`config.mk`:
```
export PLATFORM = sky130hd
export DESIGN_NAME = mise_exec
export DESIGN_NICKNAME = d
export VERILOG_FILES = /design/src/shared/mise_pkg.sv /design/src/hdl/mise_stack.sv /design/src/hdl/mise_wdog.sv /design/src/hdl/mise_exec.sv
export SDC_FILE = /design/constraint.sdc
export NUM_CORES = 1
export LEC_CHECK = 0
export ABC_AREA = 1
export BUFFER_PORTS_ARGS = -buffer_cell sky130_fd_sc_hd__buf_2
export CAP_MARGIN = 20
export CORE_MARGIN = 2
export CORE_UTILIZATION = 38
export DETAILED_ROUTE_END_ITERATION = 10
export RECOVER_POWER = 50
export SYNTH_ARGS = -nofsm -noshare
export SYNTH_HDL_FRONTEND = slang
export SYNTH_SLANG_ARGS = --single-unit
```
`constraint.sdc`:
```
create_clock -name mclk -period 6.06 [get_ports mclk]
set_input_delay 0.606 -clock mclk [delete_from_list [all_inputs] [get_ports mclk]]
set_output_delay 0.606 -clock mclk [all_outputs]
set_load 0.005 [all_outputs]
```
`src/shared/mise_pkg.sv`:
```
package mise_pkg;

  // Widths
  localparam int INSTR_W  = 12;               // Instruction word
  localparam int DATA_W   = 8;                // Data path
  localparam int PC_W     = 11;               // Program counter
  localparam int FADDR_W  = 5;                // File address
  localparam int BIT_W    = 3;                // Bit index
  localparam int RADDR_W  = 6;                // Register port address
  localparam int PAGE_W   = 2;                // Page select
  localparam int STK_DEPTH = 2;               // Hardware stack levels
  localparam int PRE_W    = 8;                // Prescaler width
  localparam int FILE_N   = 32;               // File registers

  // Instruction field positions
  localparam int DEST_POS  = 5;               // Destination select
  localparam int FADDR_LSB = 0;               // File address
  localparam int BIT_LSB   = 5;               // Bit index
  localparam int LIT_LSB   = 0;               // Immediate

  // Opcode masks and matches
  localparam logic [11:0] AND_MASK  = 12'hFC0;
  localparam logic [11:0] AND_MATCH = 12'h140;
  localparam logic [11:0] INV_MASK  = 12'hFC0;
  localparam logic [11:0] INV_MATCH = 12'h240;
  localparam logic [11:0] CLEAR_FILE_REG_MASK = 12'hFE0;
  localparam logic [11:0] CLEAR_FILE_REG_MATCH = 12'h060;
  localparam logic [11:0] CLEAR_ACCUMULATOR_WORD = 12'h040;
  localparam logic [11:0] KICK_WORD = 12'h004;
  localparam logic [11:0] NIB_MASK  = 12'hF00;
  localparam logic [11:0] BTC_MATCH = 12'h600;
  localparam logic [11:0] BTS_MATCH = 12'h700;
  localparam logic [11:0] CALL_MATCH = 12'h900;

  // Register port map
  localparam logic [5:0] REG_ACCUM    = 6'h00;
  localparam logic [5:0] REG_STATUS   = 6'h01;
  localparam logic [5:0] REG_OPTION   = 6'h02;
  localparam logic [5:0] REG_PC_LO    = 6'h03;
  localparam logic [5:0] REG_PC_HI    = 6'h04;
  localparam logic [5:0] REG_WDOG     = 6'h05;
  localparam logic [5:0] REG_STK_LO   = 6'h06;
  localparam logic [5:0] REG_STK_HI   = 6'h07;
  localparam logic [5:0] FILE_MASK    = 6'h20;
  localparam logic [5:0] FILE_BASE    = 6'h20;

  // Status and option fields
  localparam int ST_NULL     = 2;
  localparam int ST_SLEEP    = 3;
  localparam int ST_EXPIRY   = 4;
  localparam int ST_PAGE_LSB = 5;
  localparam int OPT_TO_WDOG = 3;

  // Reset values
  localparam logic [7:0]  ACCUM_RST  = 8'h00;
  localparam logic [7:0]  STATUS_RST = 8'h18;
  localparam logic [7:0]  OPTION_RST = 8'h08;
  localparam logic [10:0] PC_RST     = 11'h000;
  localparam logic [7:0]  ZERO8      = 8'h00;

  // Executed operation kinds
  typedef enum {
    OP_AND, OP_INVERT, OP_CLEAR_FILE_REG, OP_CLEAR_ACCUMULATOR, OP_KICK, OP_BTC, OP_BTS, OP_CALL, OP_OTHER
  } mise_op_e;

  // Instruction word to operation kind
  function automatic mise_op_e mise_decode(input logic [11:0] w);
    if ((w & AND_MASK) == AND_MATCH) return OP_AND;
    if ((w & INV_MASK) == INV_MATCH) return OP_INVERT;
    if ((w & CLEAR_FILE_REG_MASK) == CLEAR_FILE_REG_MATCH) return OP_CLEAR_FILE_REG;
    if (w == CLEAR_ACCUMULATOR_WORD) return OP_CLEAR_ACCUMULATOR;
    if (w == KICK_WORD) return OP_KICK;
    if ((w & NIB_MASK) == BTC_MATCH) return OP_BTC;
    if ((w & NIB_MASK) == BTS_MATCH) return OP_BTS;
    if ((w & NIB_MASK) == CALL_MATCH) return OP_CALL;
    return OP_OTHER;
  endfunction : mise_decode

endpackage : mise_pkg

```
`src/hdl/mise_stack.sv`:
```
`timescale 1ns/1ps
`default_nettype none
module mise_stack (
  input  wire logic                       mclk,      // Clock
  input  wire logic                       rst,       // Sync reset
  input  wire logic                       push,      // Push pulse
  input  wire logic [mise_pkg::PC_W-1:0]  push_addr, // Return address
  output logic      [mise_pkg::PC_W-1:0]  top        // Top of stack
);

  ////////////////////////////////////////////////////////////////
  logic [mise_pkg::PC_W-1:0] ent_ff  [mise_pkg::STK_DEPTH];  // Stack levels
  logic [mise_pkg::PC_W-1:0] nxt_ent [mise_pkg::STK_DEPTH];  // Next levels

  // Push shifts every level down by one; oldest falls off
  genvar g;
  generate
    for (g = 0; g < mise_pkg::STK_DEPTH; g++) begin : g_lvl
      if (g == 0) begin : g_top
        assign nxt_ent[g] = push ? push_addr : ent_ff[g];
      end else begin : g_low
        assign nxt_ent[g] = push ? ent_ff[g-1] : ent_ff[g];
      end
    end
  endgenerate

  ////////////////////////////////////////////////////////////////
  // Register levels
  always_ff @(posedge mclk) begin
    for (int i = 0; i < mise_pkg::STK_DEPTH; i++) begin
      ent_ff[i] <= rst ? mise_pkg::PC_RST : nxt_ent[i];
    end
  end

  assign top = ent_ff[0];

endmodule : mise_stack
`default_nettype wire

```
`src/hdl/mise_wdog.sv`:
```
`timescale 1ns/1ps
`default_nettype none
module mise_wdog (
  input  wire logic                        mclk,    // Clock
  input  wire logic                        rst,     // Sync reset
  input  wire logic                        kick,    // Kick pulse
  input  wire logic                        to_wdog, // Prescaler on watchdog
  output logic      [mise_pkg::DATA_W-1:0] count,   // Watchdog count
  output logic                             expire   // Overflow pulse
);

  ////////////////////////////////////////////////////////////////
  logic [mise_pkg::PRE_W-1:0]  pre_ff, nxt_pre;   // Shared prescaler
  logic [mise_pkg::DATA_W-1:0] cnt_ff, nxt_cnt;   // Watchdog counter
  logic                        exp_ff, nxt_exp;   // Overflow pulse
  logic                        tick;              // Counter advance

  // Counter steps on prescaler wrap, or every cycle if unassigned
  assign tick = to_wdog ? (pre_ff == {mise_pkg::PRE_W{1'b1}}) : 1'b1;

  // Next state
  always_comb begin
    nxt_pre = pre_ff + 8'h01;
    nxt_cnt = cnt_ff;
    nxt_exp = 1'b0;
    if (kick && to_wdog) begin
      nxt_pre = mise_pkg::ZERO8;
    end
    if (kick) begin
      nxt_cnt = mise_pkg::ZERO8;
    end else if (tick) begin
      nxt_cnt = cnt_ff + 8'h01;
      nxt_exp = (cnt_ff == {mise_pkg::DATA_W{1'b1}});
    end
  end

  ////////////////////////////////////////////////////////////////
  // Register state
  always_ff @(posedge mclk) begin
    if (rst) begin
      pre_ff <= mise_pkg::ZERO8;
      cnt_ff <= mise_pkg::ZERO8;
      exp_ff <= 1'b0;
    end else begin
      pre_ff <= nxt_pre;
      cnt_ff <= nxt_cnt;
      exp_ff <= nxt_exp;
    end
  end

  assign count  = cnt_ff;
  assign expire = exp_ff;

endmodule : mise_wdog
`default_nettype wire

```
`src/hdl/mise_exec.sv`:
```
`timescale 1ns/1ps
`default_nettype none
module mise_exec (
  input  wire logic                         mclk,        // Clock, 25 MHz
  input  wire logic                         rst,         // Sync reset
  input  wire logic [mise_pkg::INSTR_W-1:0] instr_word,  // Fetched word
  input  wire logic                         instr_valid, // Word present
  input  wire logic [mise_pkg::RADDR_W-1:0] reg_addr,    // Port address
  input  wire logic [mise_pkg::DATA_W-1:0]  reg_wdata,   // Port write data
  input  wire logic                         reg_wr,      // Write strobe
  input  wire logic                         reg_rd,      // Read strobe
  output logic      [mise_pkg::DATA_W-1:0]  reg_rdata,   // Read data
  output logic      [mise_pkg::PC_W-1:0]    pc,          // Program counter
  output logic                              nop_exec     // Squashed slot
);

  ////////////////////////////////////////////////////////////////
  // Architectural state
  logic [mise_pkg::DATA_W-1:0] accum_ff,  nxt_accum;   // Accumulator
  logic [mise_pkg::DATA_W-1:0] status_ff, nxt_status;  // Status flags
  logic [mise_pkg::DATA_W-1:0] option_ff, nxt_option;  // Option bits
  logic [mise_pkg::PC_W-1:0]   pc_ff,     nxt_pc;      // Program counter
  logic                        squash_ff, nxt_squash;  // Discard next
  logic                        nop_ff,    nxt_nop;     // Slot was squashed
  logic [mise_pkg::DATA_W-1:0] rdata_ff,  nxt_rdata;   // Read data

  // File register space
  logic [mise_pkg::DATA_W-1:0]  file_mem [mise_pkg::FILE_N]; // Storage
  logic                         file_we;                     // Write enable
  logic [mise_pkg::FADDR_W-1:0] file_waddr;                  // Write address
  logic [mise_pkg::DATA_W-1:0]  file_wdata;                  // Write data

  // Decoded fields
  mise_pkg::mise_op_e           op;        // Operation kind
  logic [mise_pkg::FADDR_W-1:0] fsel;      // File address
  logic [mise_pkg::BIT_W-1:0]   bsel;      // Bit index
  logic [mise_pkg::DATA_W-1:0]  lit;       // Immediate
  logic                         dest_file; // Result to file
  logic [mise_pkg::DATA_W-1:0]  fval;      // Addressed file value
  logic [mise_pkg::DATA_W-1:0]  result;    // Logic result
  logic                         tested;    // Selected bit

  // Neighbours
  logic                        stk_push;   // Stack push
  logic [mise_pkg::PC_W-1:0]   stk_addr;   // Pushed address
  logic [mise_pkg::PC_W-1:0]   stk_top;    // Stack top
  logic                        wd_kick;    // Watchdog kick
  logic [mise_pkg::DATA_W-1:0] wd_count;   // Watchdog count
  logic                        wd_expire;  // Watchdog overflow

  // Port decode helpers
  logic                        bus_file;   // Address in file window
  logic [mise_pkg::FADDR_W-1:0] bus_fsel;  // File index from port

  ////////////////////////////////////////////////////////////////
  // Field extraction
  always_comb begin
    op        = mise_pkg::mise_decode(instr_word);
    fsel      = instr_word[mise_pkg::FADDR_LSB +: mise_pkg::FADDR_W];
    bsel      = instr_word[mise_pkg::BIT_LSB +: mise_pkg::BIT_W];
    lit       = instr_word[mise_pkg::LIT_LSB +: mise_pkg::DATA_W];
    dest_file = instr_word[mise_pkg::DEST_POS];
    fval      = file_mem[fsel];
    tested    = fval[bsel];
    bus_file  = ((reg_addr & mise_pkg::FILE_MASK) == mise_pkg::FILE_BASE);
    bus_fsel  = reg_addr[mise_pkg::FADDR_W-1:0];
  end

  ////////////////////////////////////////////////////////////////
  // Execute next state
  always_comb begin
    nxt_accum  = accum_ff;
    nxt_status = status_ff;
    nxt_option = option_ff;
    nxt_pc     = pc_ff;
    nxt_squash = squash_ff;
    nxt_nop    = 1'b0;
    file_we    = 1'b0;
    file_waddr = bus_fsel;
    file_wdata = reg_wdata;
    stk_push   = 1'b0;
    stk_addr   = pc_ff + 11'h001;
    wd_kick    = 1'b0;
    result     = mise_pkg::ZERO8;

    // Software writes first; execution below overrides
    if (reg_wr) begin
      if (reg_addr == mise_pkg::REG_ACCUM) begin
        nxt_accum = reg_wdata;
      end else if (reg_addr == mise_pkg::REG_STATUS) begin
        nxt_status = reg_wdata;
      end else if (reg_addr == mise_pkg::REG_OPTION) begin
        nxt_option = reg_wdata;
      end else if (bus_file) begin
        file_we = 1'b1;
      end
    end

    // Watchdog overflow drops expiry flag
    if (wd_expire) begin
      nxt_status[mise_pkg::ST_EXPIRY] = 1'b0;
    end

    if (instr_valid) begin
      nxt_pc = pc_ff + 11'h001;
      if (squash_ff) begin
        // Prefetched word discarded, no-operation runs
        nxt_squash = 1'b0;
        nxt_nop    = 1'b1;
      end else begin
        unique case (op)
          mise_pkg::OP_AND: begin
            result = accum_ff & fval;
            nxt_status[mise_pkg::ST_NULL] = (result == mise_pkg::ZERO8);
            if (dest_file) begin
              file_we    = 1'b1;
              file_waddr = fsel;
              file_wdata = result;
            end else begin
              nxt_accum = result;
            end
          end
          mise_pkg::OP_INVERT: begin
            result = ~fval;
            nxt_status[mise_pkg::ST_NULL] = (result == mise_pkg::ZERO8);
            if (dest_file) begin
              file_we    = 1'b1;
              file_waddr = fsel;
              file_wdata = result;
            end else begin
              nxt_accum = result;
            end
          end
          mise_pkg::OP_CLEAR_FILE_REG: begin
            file_we    = 1'b1;
            file_waddr = fsel;
            file_wdata = mise_pkg::ZERO8;
            nxt_status[mise_pkg::ST_NULL] = 1'b1;
          end
          mise_pkg::OP_CLEAR_ACCUMULATOR: begin
            nxt_accum = mise_pkg::ZERO8;
            nxt_status[mise_pkg::ST_NULL] = 1'b1;
          end
          mise_pkg::OP_KICK: begin
            wd_kick = 1'b1;
            nxt_status[mise_pkg::ST_EXPIRY] = 1'b1;
            nxt_status[mise_pkg::ST_SLEEP]  = 1'b1;
          end
          mise_pkg::OP_BTC: begin
            // Flags untouched
            nxt_squash = ~tested;
          end
          mise_pkg::OP_BTS: begin
            // Flags untouched
            nxt_squash = tested;
          end
          mise_pkg::OP_CALL: begin
            stk_push   = 1'b1;
            nxt_pc     = {status_ff[mise_pkg::ST_PAGE_LSB +: mise_pkg::PAGE_W],
                          1'b0, lit};
            nxt_squash = 1'b1;
          end
          mise_pkg::OP_OTHER: begin
            // Outside the subset: plain advance
            nxt_squash = 1'b0;
          end
        endcase
      end
    end
  end

  ////////////////////////////////////////////////////////////////
  // Read port answer, one cycle after the strobe
  always_comb begin
    nxt_rdata = mise_pkg::ZERO8;
    if (reg_rd) begin
      if (bus_file) begin
        nxt_rdata = file_mem[bus_fsel];
      end else begin
        unique case (reg_addr)
          mise_pkg::REG_ACCUM:  nxt_rdata = accum_ff;
          mise_pkg::REG_STATUS: nxt_rdata = status_ff;
          mise_pkg::REG_OPTION: nxt_rdata = option_ff;
          mise_pkg::REG_PC_LO:  nxt_rdata = pc_ff[7:0];
          mise_pkg::REG_PC_HI:  nxt_rdata = {5'h00, pc_ff[10:8]};
          mise_pkg::REG_WDOG:   nxt_rdata = wd_count;
          mise_pkg::REG_STK_LO: nxt_rdata = stk_top[7:0];
          mise_pkg::REG_STK_HI: nxt_rdata = {5'h00, stk_top[10:8]};
          default:              nxt_rdata = mise_pkg::ZERO8;  // Unmapped reads zero
        endcase
      end
    end
  end

  ////////////////////////////////////////////////////////////////
  // Core registers
  always_ff @(posedge mclk) begin
    if (rst) begin
      accum_ff  <= mise_pkg::ACCUM_RST;
      status_ff <= mise_pkg::STATUS_RST;
      option_ff <= mise_pkg::OPTION_RST;
      pc_ff     <= mise_pkg::PC_RST;
      squash_ff <= 1'b0;
      nop_ff    <= 1'b0;
      rdata_ff  <= mise_pkg::ZERO8;
    end else begin
      accum_ff  <= nxt_accum;
      status_ff <= nxt_status;
      option_ff <= nxt_option;
      pc_ff     <= nxt_pc;
      squash_ff <= nxt_squash;
      nop_ff    <= nxt_nop;
      rdata_ff  <= nxt_rdata;
    end
  end

  ////////////////////////////////////////////////////////////////
  // File register storage, no reset
  always_ff @(posedge mclk) begin
    if (file_we) begin
      file_mem[file_waddr] <= file_wdata;
    end
  end

  ////////////////////////////////////////////////////////////////
  // Hardware stack, return address pc + 1 pushed on the same edge the PC moves
  mise_stack u_stack (
    .mclk      (mclk),
    .rst       (rst),
    .push      (stk_push),
    .push_addr (stk_addr),
    .top       (stk_top)
  );

  // Watchdog with shared prescaler
  mise_wdog u_wdog (
    .mclk    (mclk),
    .rst     (rst),
    .kick    (wd_kick),
    .to_wdog (option_ff[mise_pkg::OPT_TO_WDOG]),
    .count   (wd_count),
    .expire  (wd_expire)
  );

  // Outputs straight from flip-flops
  assign reg_rdata = rdata_ff;
  assign pc        = pc_ff;
  assign nop_exec  = nop_ff;

endmodule : mise_exec
`default_nettype wire

```
==> results of run 1 <==
-- registers in the layout (all words and copies together) (netlist names), 8 cells and up --
name / cells
accum_ff: 8
file_mem: 256
u_wdog.count: 8
status_ff: 8
option_ff: 8
u_stack.ent_ff: 11
reg_rdata: 8
u_wdog.pre_ff: 8
pc: 11
-- power groups by stage --
| stage | sequential [mW] | combinational (mW) | clock (mW) |
|---|---|---|---|
| after detailed placement | 2.52 | 0.500 | 0 |
| after global placement | 2.52 | 0.496 | 0 |
| final | 2.47 | 0.512 | 2.16 |
| after floorplan | 2.52 | 0.298 | 0 |
| after global routing | 2.47 | 0.544 | 2.28 |
| after CTS | 2.47 | 0.502 | 2.19 |
-- cell usage in the layout, fill, tap and decap left out, types with 5 or more instances in the layout --
cell type | Yosys | routed
nand4_1 | 15 | 15
a21oi_1 | 89 | 90
nor2_1 | 203 | 202
a211oi_1 | 5 | 5
xor2_1 | 11 | 11
clkinv_1 | 4 | 10
buf_2 | 42 | 36
dfxtp_1 | 73 | 73
inv_2 | 11 | 10
o21ai_0 | 146 | 150
a22oi_2 | 0 | 8
nand3_1 | 157 | 157
clkbuf_1 | 45 | 41
nor2_4 | 4 | 5
a31oi_1 | 7 | 7
o22ai_1 | 47 | 47
clkbuf_16 | 0 | 41
a221oi_1 | 16 | 16
inv_1 | 230 | 231
o2111ai_1 | 17 | 17
a22oi_1 | 34 | 26
edfxtp_1 | 256 | 256
o221ai_1 | 7 | 7
nand2_1 | 423 | 424
nor3_1 | 12 | 15
o211ai_1 | 33 | 33
buf_4 | 4 | 40
-- synthesized netlist by cell type, types with 3 or more instances --
cell and number:
o22ai_1 47, nand2_1 423, a31oi_1 7, nor4_1 4, o2111ai_1 17, buf_2 42, a21oi_1 89, o21ai_0 146
dfxtp_1 73, o21ai_1 4, nand3_1 157, clkbuf_1 45, a22oi_1 34, edfxtp_1 256, nor3b_1 3, inv_1 230
buf_4 4, ha_1 3, a41oi_1 3, inv_2 11, clkinv_1 4, nand3_4 4, nor3_1 12, nor2_4 4
o221ai_1 7, nand4_1 15, buf_1 9, a211oi_1 5, o211ai_1 33, xor2_1 11, a221oi_1 16, a2111oi_0 4
nor2_1 203
-- metal layers --
metal	global-route usage (%)	vias up	wire (microns)
met2	39.5	1033	26300
met4	13.6	0	3490
met1	35.1	7150	24100
met3	5.99	201	7420
met5	0	-	0
li1	-	6791	-
-- cell families after synthesis --
logic type | count (synthesis) | share of synthesized area [%]
and+or+nand+nor | 837 | 21.3
adders and majority gates | 3 | 0.223
AOI/OAI and AO/OA | 421 | 15.4
xor gates and xnor gates | 13 | 0.676
DFF | 329 | 54.3
buffers and inverters | 346 | 8.13
-- critical path: stages --
cell,delay [ps]
clkbuf_1,910
inv_1,570
nor2_1,270
clkbuf_1,710
nand2_1,120
nand2_1,90
nor2_1,70
nand2_1,180
nand3_1,130
inv_1,90
o21ai_0,90
a22oi_2,170
clkbuf_1,1080
-- per-stage QoR --
stage          utilization [%]  hold WS (ps)
2_1_floorplan                -           399
3_3_place_gp              40.6           428
3_5_place_dp              40.6           413
4_1_cts                   43.3           338
5_1_grt                   42.9           365
6_report                  42.9           359
-- final cells by class --
class,count,area [sq um],share of cell area [%]
flip-flops and latches,329,9150,48.4
multi-input cells,1274,6320,33.4
clock buffers,52,1100,5.81
inverters,246,926,4.90
well taps,592,741,3.92
repair buffers,110,608,3.22
clock inverters,11,55.1,0.291
-- worst max path at each step --
stage | start | end | slack [ps] | depth (start not counted)
2_1_floorplan | instr_word[0] | file_mem[0][5]$_DFFE_PP_ | 2920 | 12
3_3_place_gp | instr_word[0] | file_mem[5][5]$_DFFE_PP_ | 1790 | 15
3_5_place_dp | instr_word[0] | file_mem[5][5]$_DFFE_PP_ | 1700 | 15
4_1_cts | instr_word[0] | file_mem[0][5]$_DFFE_PP_ | 2280 | 15
5_1_grt | instr_word[2] | file_mem[8][6]$_DFFE_PP_ | 1000 | 13
6_report | instr_word[2] | file_mem[10][6]$_DFFE_PP_ | 1040 | 13
==> impl_metrics.env, run 1 <==
export IMPL_die_w_microns=215
export IMPL_diodes=0
export IMPL_rr_endpoint="file_mem[9][6]$_DFFE_PP_"
export IMPL_ys_warn_count=0
export IMPL_syn_nets=1983
export IMPL_core_sq_um=44000
export IMPL_clock_latency_ps=550
export IMPL_place_ws_ps=1700
export IMPL_hold_end="option_ff[3]$_SDFFE_PP1P_"
export IMPL_syn_area_per_cell_sq_um=8.64
export IMPL_hpwl_microns=41200
export IMPL_slew_headroom_pct=-2.04
export IMPL_hold_class="in2reg"
export IMPL_grt_ovfl_total=0
export IMPL_holdPathStages=3
export IMPL_cts_tree="done"
export IMPL_rsz0062_at_grt="false"
export IMPL_port_buffer_count=50
export IMPL_p_sw_mw=1.30
export IMPL_timing_fmax_mhz=199
export IMPL_p_int_mw=3.84
export IMPL_post_route_period_util_pct=82.8
export IMPL_leakagePower_nw=7.26
export IMPL_yosysUniqueCellTypes=51
export IMPL_holdBufCountCts=0
export IMPL_clk_path_buf_depth=3
export IMPL_stdcell_count=2614
export IMPL_pwr_share_clk_pct=42.0
export IMPL_dr_pass1_iters=5
export IMPL_place_area_sq_um=17900
export IMPL_grt_pass1_vias=14300
export IMPL_rr_worst_depth=8
export IMPL_worst_slew_pin_slew_ps=1520
export IMPL_ys_ff_latch=329
export IMPL_seqPwrFrac_pct=48.1
export IMPL_grt_max_degree=69
export IMPL_num_io_pins=51
export IMPL_clkSinkCount=329
export IMPL_ir_drop_v=0.000217
export IMPL_synth_area_leader_cell="edfxtp_1"
export IMPL_initial_core_util_pct=38.3
export IMPL_seq_area_frac_synth_pct=54.3
export IMPL_synth_edf_count=256
export IMPL_grt_pass1_wl_microns=90600
export IMPL_final_area_sq_um=18900
export IMPL_status="complete, but fails checks"
export IMPL_worstSetupPathType="in2reg"
export IMPL_chipHeight_microns=215
export IMPL_clk_pin_slew_worst_paths_ps=50
export IMPL_pwr_share_comb_pct=9.9
export IMPL_rows=77
export IMPL_die_area_sq_um=46000
export IMPL_drv_cap=2
export IMPL_layout_setup_ws_ps=1040
export IMPL_ant_nets=0
export IMPL_switching_share_pct=25.2
export IMPL_async_flop_share_pct=0
export IMPL_critPathCaptureType="flop"
export IMPL_min_period_ps=5020
export IMPL_antenna_found_initial=0
export IMPL_r2r_slack_ps=2220
export IMPL_wl_per_cell_microns=23.5
export IMPL_power_density_nw_per_um2=272
export IMPL_wl_microns=61300
export IMPL_fillers=4348
export IMPL_hp_start="reg_wdata[3]"
export IMPL_drc=0
export IMPL_worst_setup_path_start_kind="primary input"
export IMPL_syn_area_sq_um=16800
export IMPL_placed_cells=2551
export IMPL_power_mw=5.14
export IMPL_drtIter0Drc=1980
export IMPL_ys_flop_type="edfxtp_1"
export IMPL_cts_buffers=37
export IMPL_hold_viol=0
export IMPL_violations="capacitance limit, slew limit"
export IMPL_nets=2032
export IMPL_yosys_area_top_type_share_pct=45.6
export IMPL_setup_viol=0
export IMPL_avgViaCountPerCell=5.81
export IMPL_vias=15200
export IMPL_drive_above_1_share_pct=8.11
export IMPL_synthTopCellsByArea="edfxtp_1, nand2_1, dfxtp_1"
export IMPL_final_setup_skew_ps=27.6
export IMPL_netlist_instances=1949
export IMPL_fin_tns_setup_ps=0
export IMPL_drv_slew=16
export IMPL_cts_setup_buffers=0
export IMPL_htreeDepth=2
export IMPL_cts_resized_gates=0
export IMPL_gp_congestion=1.02
export IMPL_critPathMaxFanout=32
export IMPL_grt_util_all_layers_pct=26.2
export IMPL_clock_root_buffer="clkbuf_16"
export IMPL_reg2reg_from="squash_ff$_SDFFE_PP0P_"
export IMPL_cp_arrival_ps=5140
export IMPL_worstPathRequired_ps=6190
export IMPL_area_growth_pct=12.2
Note: power is estimated with default switching activity, not from simulation.
==> inputs of run 2 (changes only) <==
==> constraint.sdc (replaced) <==
create_clock -name mclk -period 4.3 [get_ports mclk]
set_input_delay 0.43 -clock mclk [delete_from_list [all_inputs] [get_ports mclk]]
set_output_delay 0.43 -clock mclk [all_outputs]
set_load 0.005 [all_outputs]
==> run 2 against run 1 <==
  * The run now ends clean
  * Core utilization rose by 0.34 points
  * Combinational power grew 46%
  * Sequential share of layout area down 0.38 points
  * Total power increased by 44%
  * Non-clock buffer count is 3 lower
  * Worst setup slack lost 280 ps
  * First-iteration DRC count rose by 14%
  * Cell area is 0.79% higher
  * Via count is 1.1% lower
  * Critical path depth down 3
  * Clock skew fell by 6.6 ps
  * Largest cell class unchanged
==> impl_metrics.env, run 2 (synthesis gave the netlist of run 1 again) <==
export IMPL_power_density_nw_per_um2=390
export IMPL_largest_reg_flops=256
export IMPL_fin_tns_setup_ps=0
export IMPL_cp_arrival_ps=3720
export IMPL_timing_fmax_mhz=282
export IMPL_dr_pass1_iters=8
export IMPL_grt_max_degree=122
export IMPL_clkSinkCount=329
export IMPL_wl_microns=59900
export IMPL_critPathCaptureType="flop"
export IMPL_stdcell_count=2618
export IMPL_core_sq_um=44000
export IMPL_drv_slew=0
export IMPL_leakagePower_nw=7.32
export IMPL_place_area_sq_um=17900
export IMPL_num_io_pins=51
export IMPL_chipHeight_microns=215
export IMPL_holdWs_ps=130
export IMPL_ir_drop_v=0.000259
export IMPL_final_cell_mix="nand2_1, edfxtp_1, inv_1"
export IMPL_drtIter0Drc=2267
export IMPL_rsz0062_at_grt="false"
export IMPL_post_route_period_util_pct=82.3
export IMPL_hpwl_microns=40300
export IMPL_grt_pass1_vias=14300
export IMPL_area_growth_pct=13.1
export IMPL_post_route_util_pct=43.3
export IMPL_drc=0
export IMPL_htreeDepth=2
export IMPL_final_setup_skew_ps=21.0
export IMPL_clock_root_buffer="clkbuf_16"
export IMPL_cts_tree="done"
export IMPL_avgViaCountPerCell=5.74
export IMPL_slew_headroom_pct=23.5
export IMPL_status="complete, no violations"
export IMPL_cts_buffers=39
export IMPL_grt_util_all_layers_pct=25.5
export IMPL_multi_input_area_sq_um=6330
export IMPL_min_period_ps=3540
export IMPL_cts_resized_gates=0
export IMPL_layout_commonest_cell="nand2_1"
export IMPL_rows=77
export IMPL_die_area_sq_um=46000
export IMPL_grt_ovfl_total=0
export IMPL_ant_nets=0
export IMPL_setup_viol=0
export IMPL_worstPathRequired_ps=4470
export IMPL_hold_class="in2reg"
export IMPL_cts_setup_buffers=0
export IMPL_worstSetupPathType="in2reg"
export IMPL_initial_core_util_pct=38.3
export IMPL_clock_latency_ps=560
export IMPL_nets=2031
export IMPL_seq_area_sq_um=9150
export IMPL_wl_per_cell_microns=22.9
export IMPL_drive_above_1_share_pct=8.49
export IMPL_regMostFlops="file_mem"
export IMPL_fillers=4364
export IMPL_antenna_found_initial=1
export IMPL_grt_pass1_wl_microns=88900
export IMPL_critPathMaxFanout=24
export IMPL_hold_viol=0
export IMPL_holdBufCountCts=0
export IMPL_clk_path_buf_depth=3
export IMPL_placed_cells=2548
export IMPL_clk_pin_slew_worst_paths_ps=50
export IMPL_port_buffer_count=50
export IMPL_worst_setup_path_start_kind="primary input"
export IMPL_die_w_microns=215
export IMPL_final_area_sq_um=19000
export IMPL_vias=15000
export IMPL_drv_cap=0
export IMPL_gp_congestion=0.955
export IMPL_worst_slew_pin_slew_ps=1150
==> run 2: worst max-delay path, stage by stage <==
cell	delay, ps
buf_2	340
inv_1	350
nor3_1	680
inv_2	140
a21oi_4	240
inv_1	230
a21oi_4	320
nand3_4	210
nor2_1	220
clkbuf_1	540
==> run 2: per-layer routing <==
| layer | track usage [%] | up-vias | routed length, microns |
|---|---|---|---|
| met5 | 0 | - | 0 |
| met4 | 13.0 | 0 | 3130 |
| met3 | 5.15 | 193 | 6080 |
| met2 | 39.2 | 925 | 26500 |
| met1 | 34.3 | 7109 | 24200 |
| li1 | - | 6788 | - |
==> run 2: final timing paths <==
check,endpoint,start,slack (ps),depth (start not counted)
min reg2reg,status_ff[4]$_SDFF_PP1_,u_wdog.expire$_SDFF_PP0_,450,1
max,file_mem[7][0]$_DFFE_PP_,instr_word[5],760,10
min,option_ff[3]$_SDFFE_PP1P_,reg_wdata[3],130,3
max reg2reg,file_mem[7][0]$_DFFE_PP_,squash_ff$_SDFFE_PP0P_,1470,8
==> run 2: metrics by stage <==
stage	setup WS (ps)	total power, mW
global placement	747	4.27
floorplan	1330	3.97
global route	579	7.63
CTS	1330	7.44
finish	759	7.42
detailed placement	774	4.28
==> run 2: layout make-up <==
| class | instances | share of cell area (%) |
|---|---|---|
| timing repair buffer | 107 | 3.56 |
| multi-input combinational | 1274 | 33.2 |
| clock buffer | 48 | 5.70 |
| sequential | 329 | 48.0 |
| antenna | 1 | 0.0131 |
| tap | 592 | 3.89 |
| clock inverter | 21 | 0.716 |
| inverter | 246 | 4.86 |
==> run 2: report_power, final <==
group	switching [mW]	leakage, nW	internal [mW]
registers	0.0188	2.89	3.46
logic	0.556	3.83	0.189
clock network	1.34	0.599	1.85
total	1.92	7.32	5.51
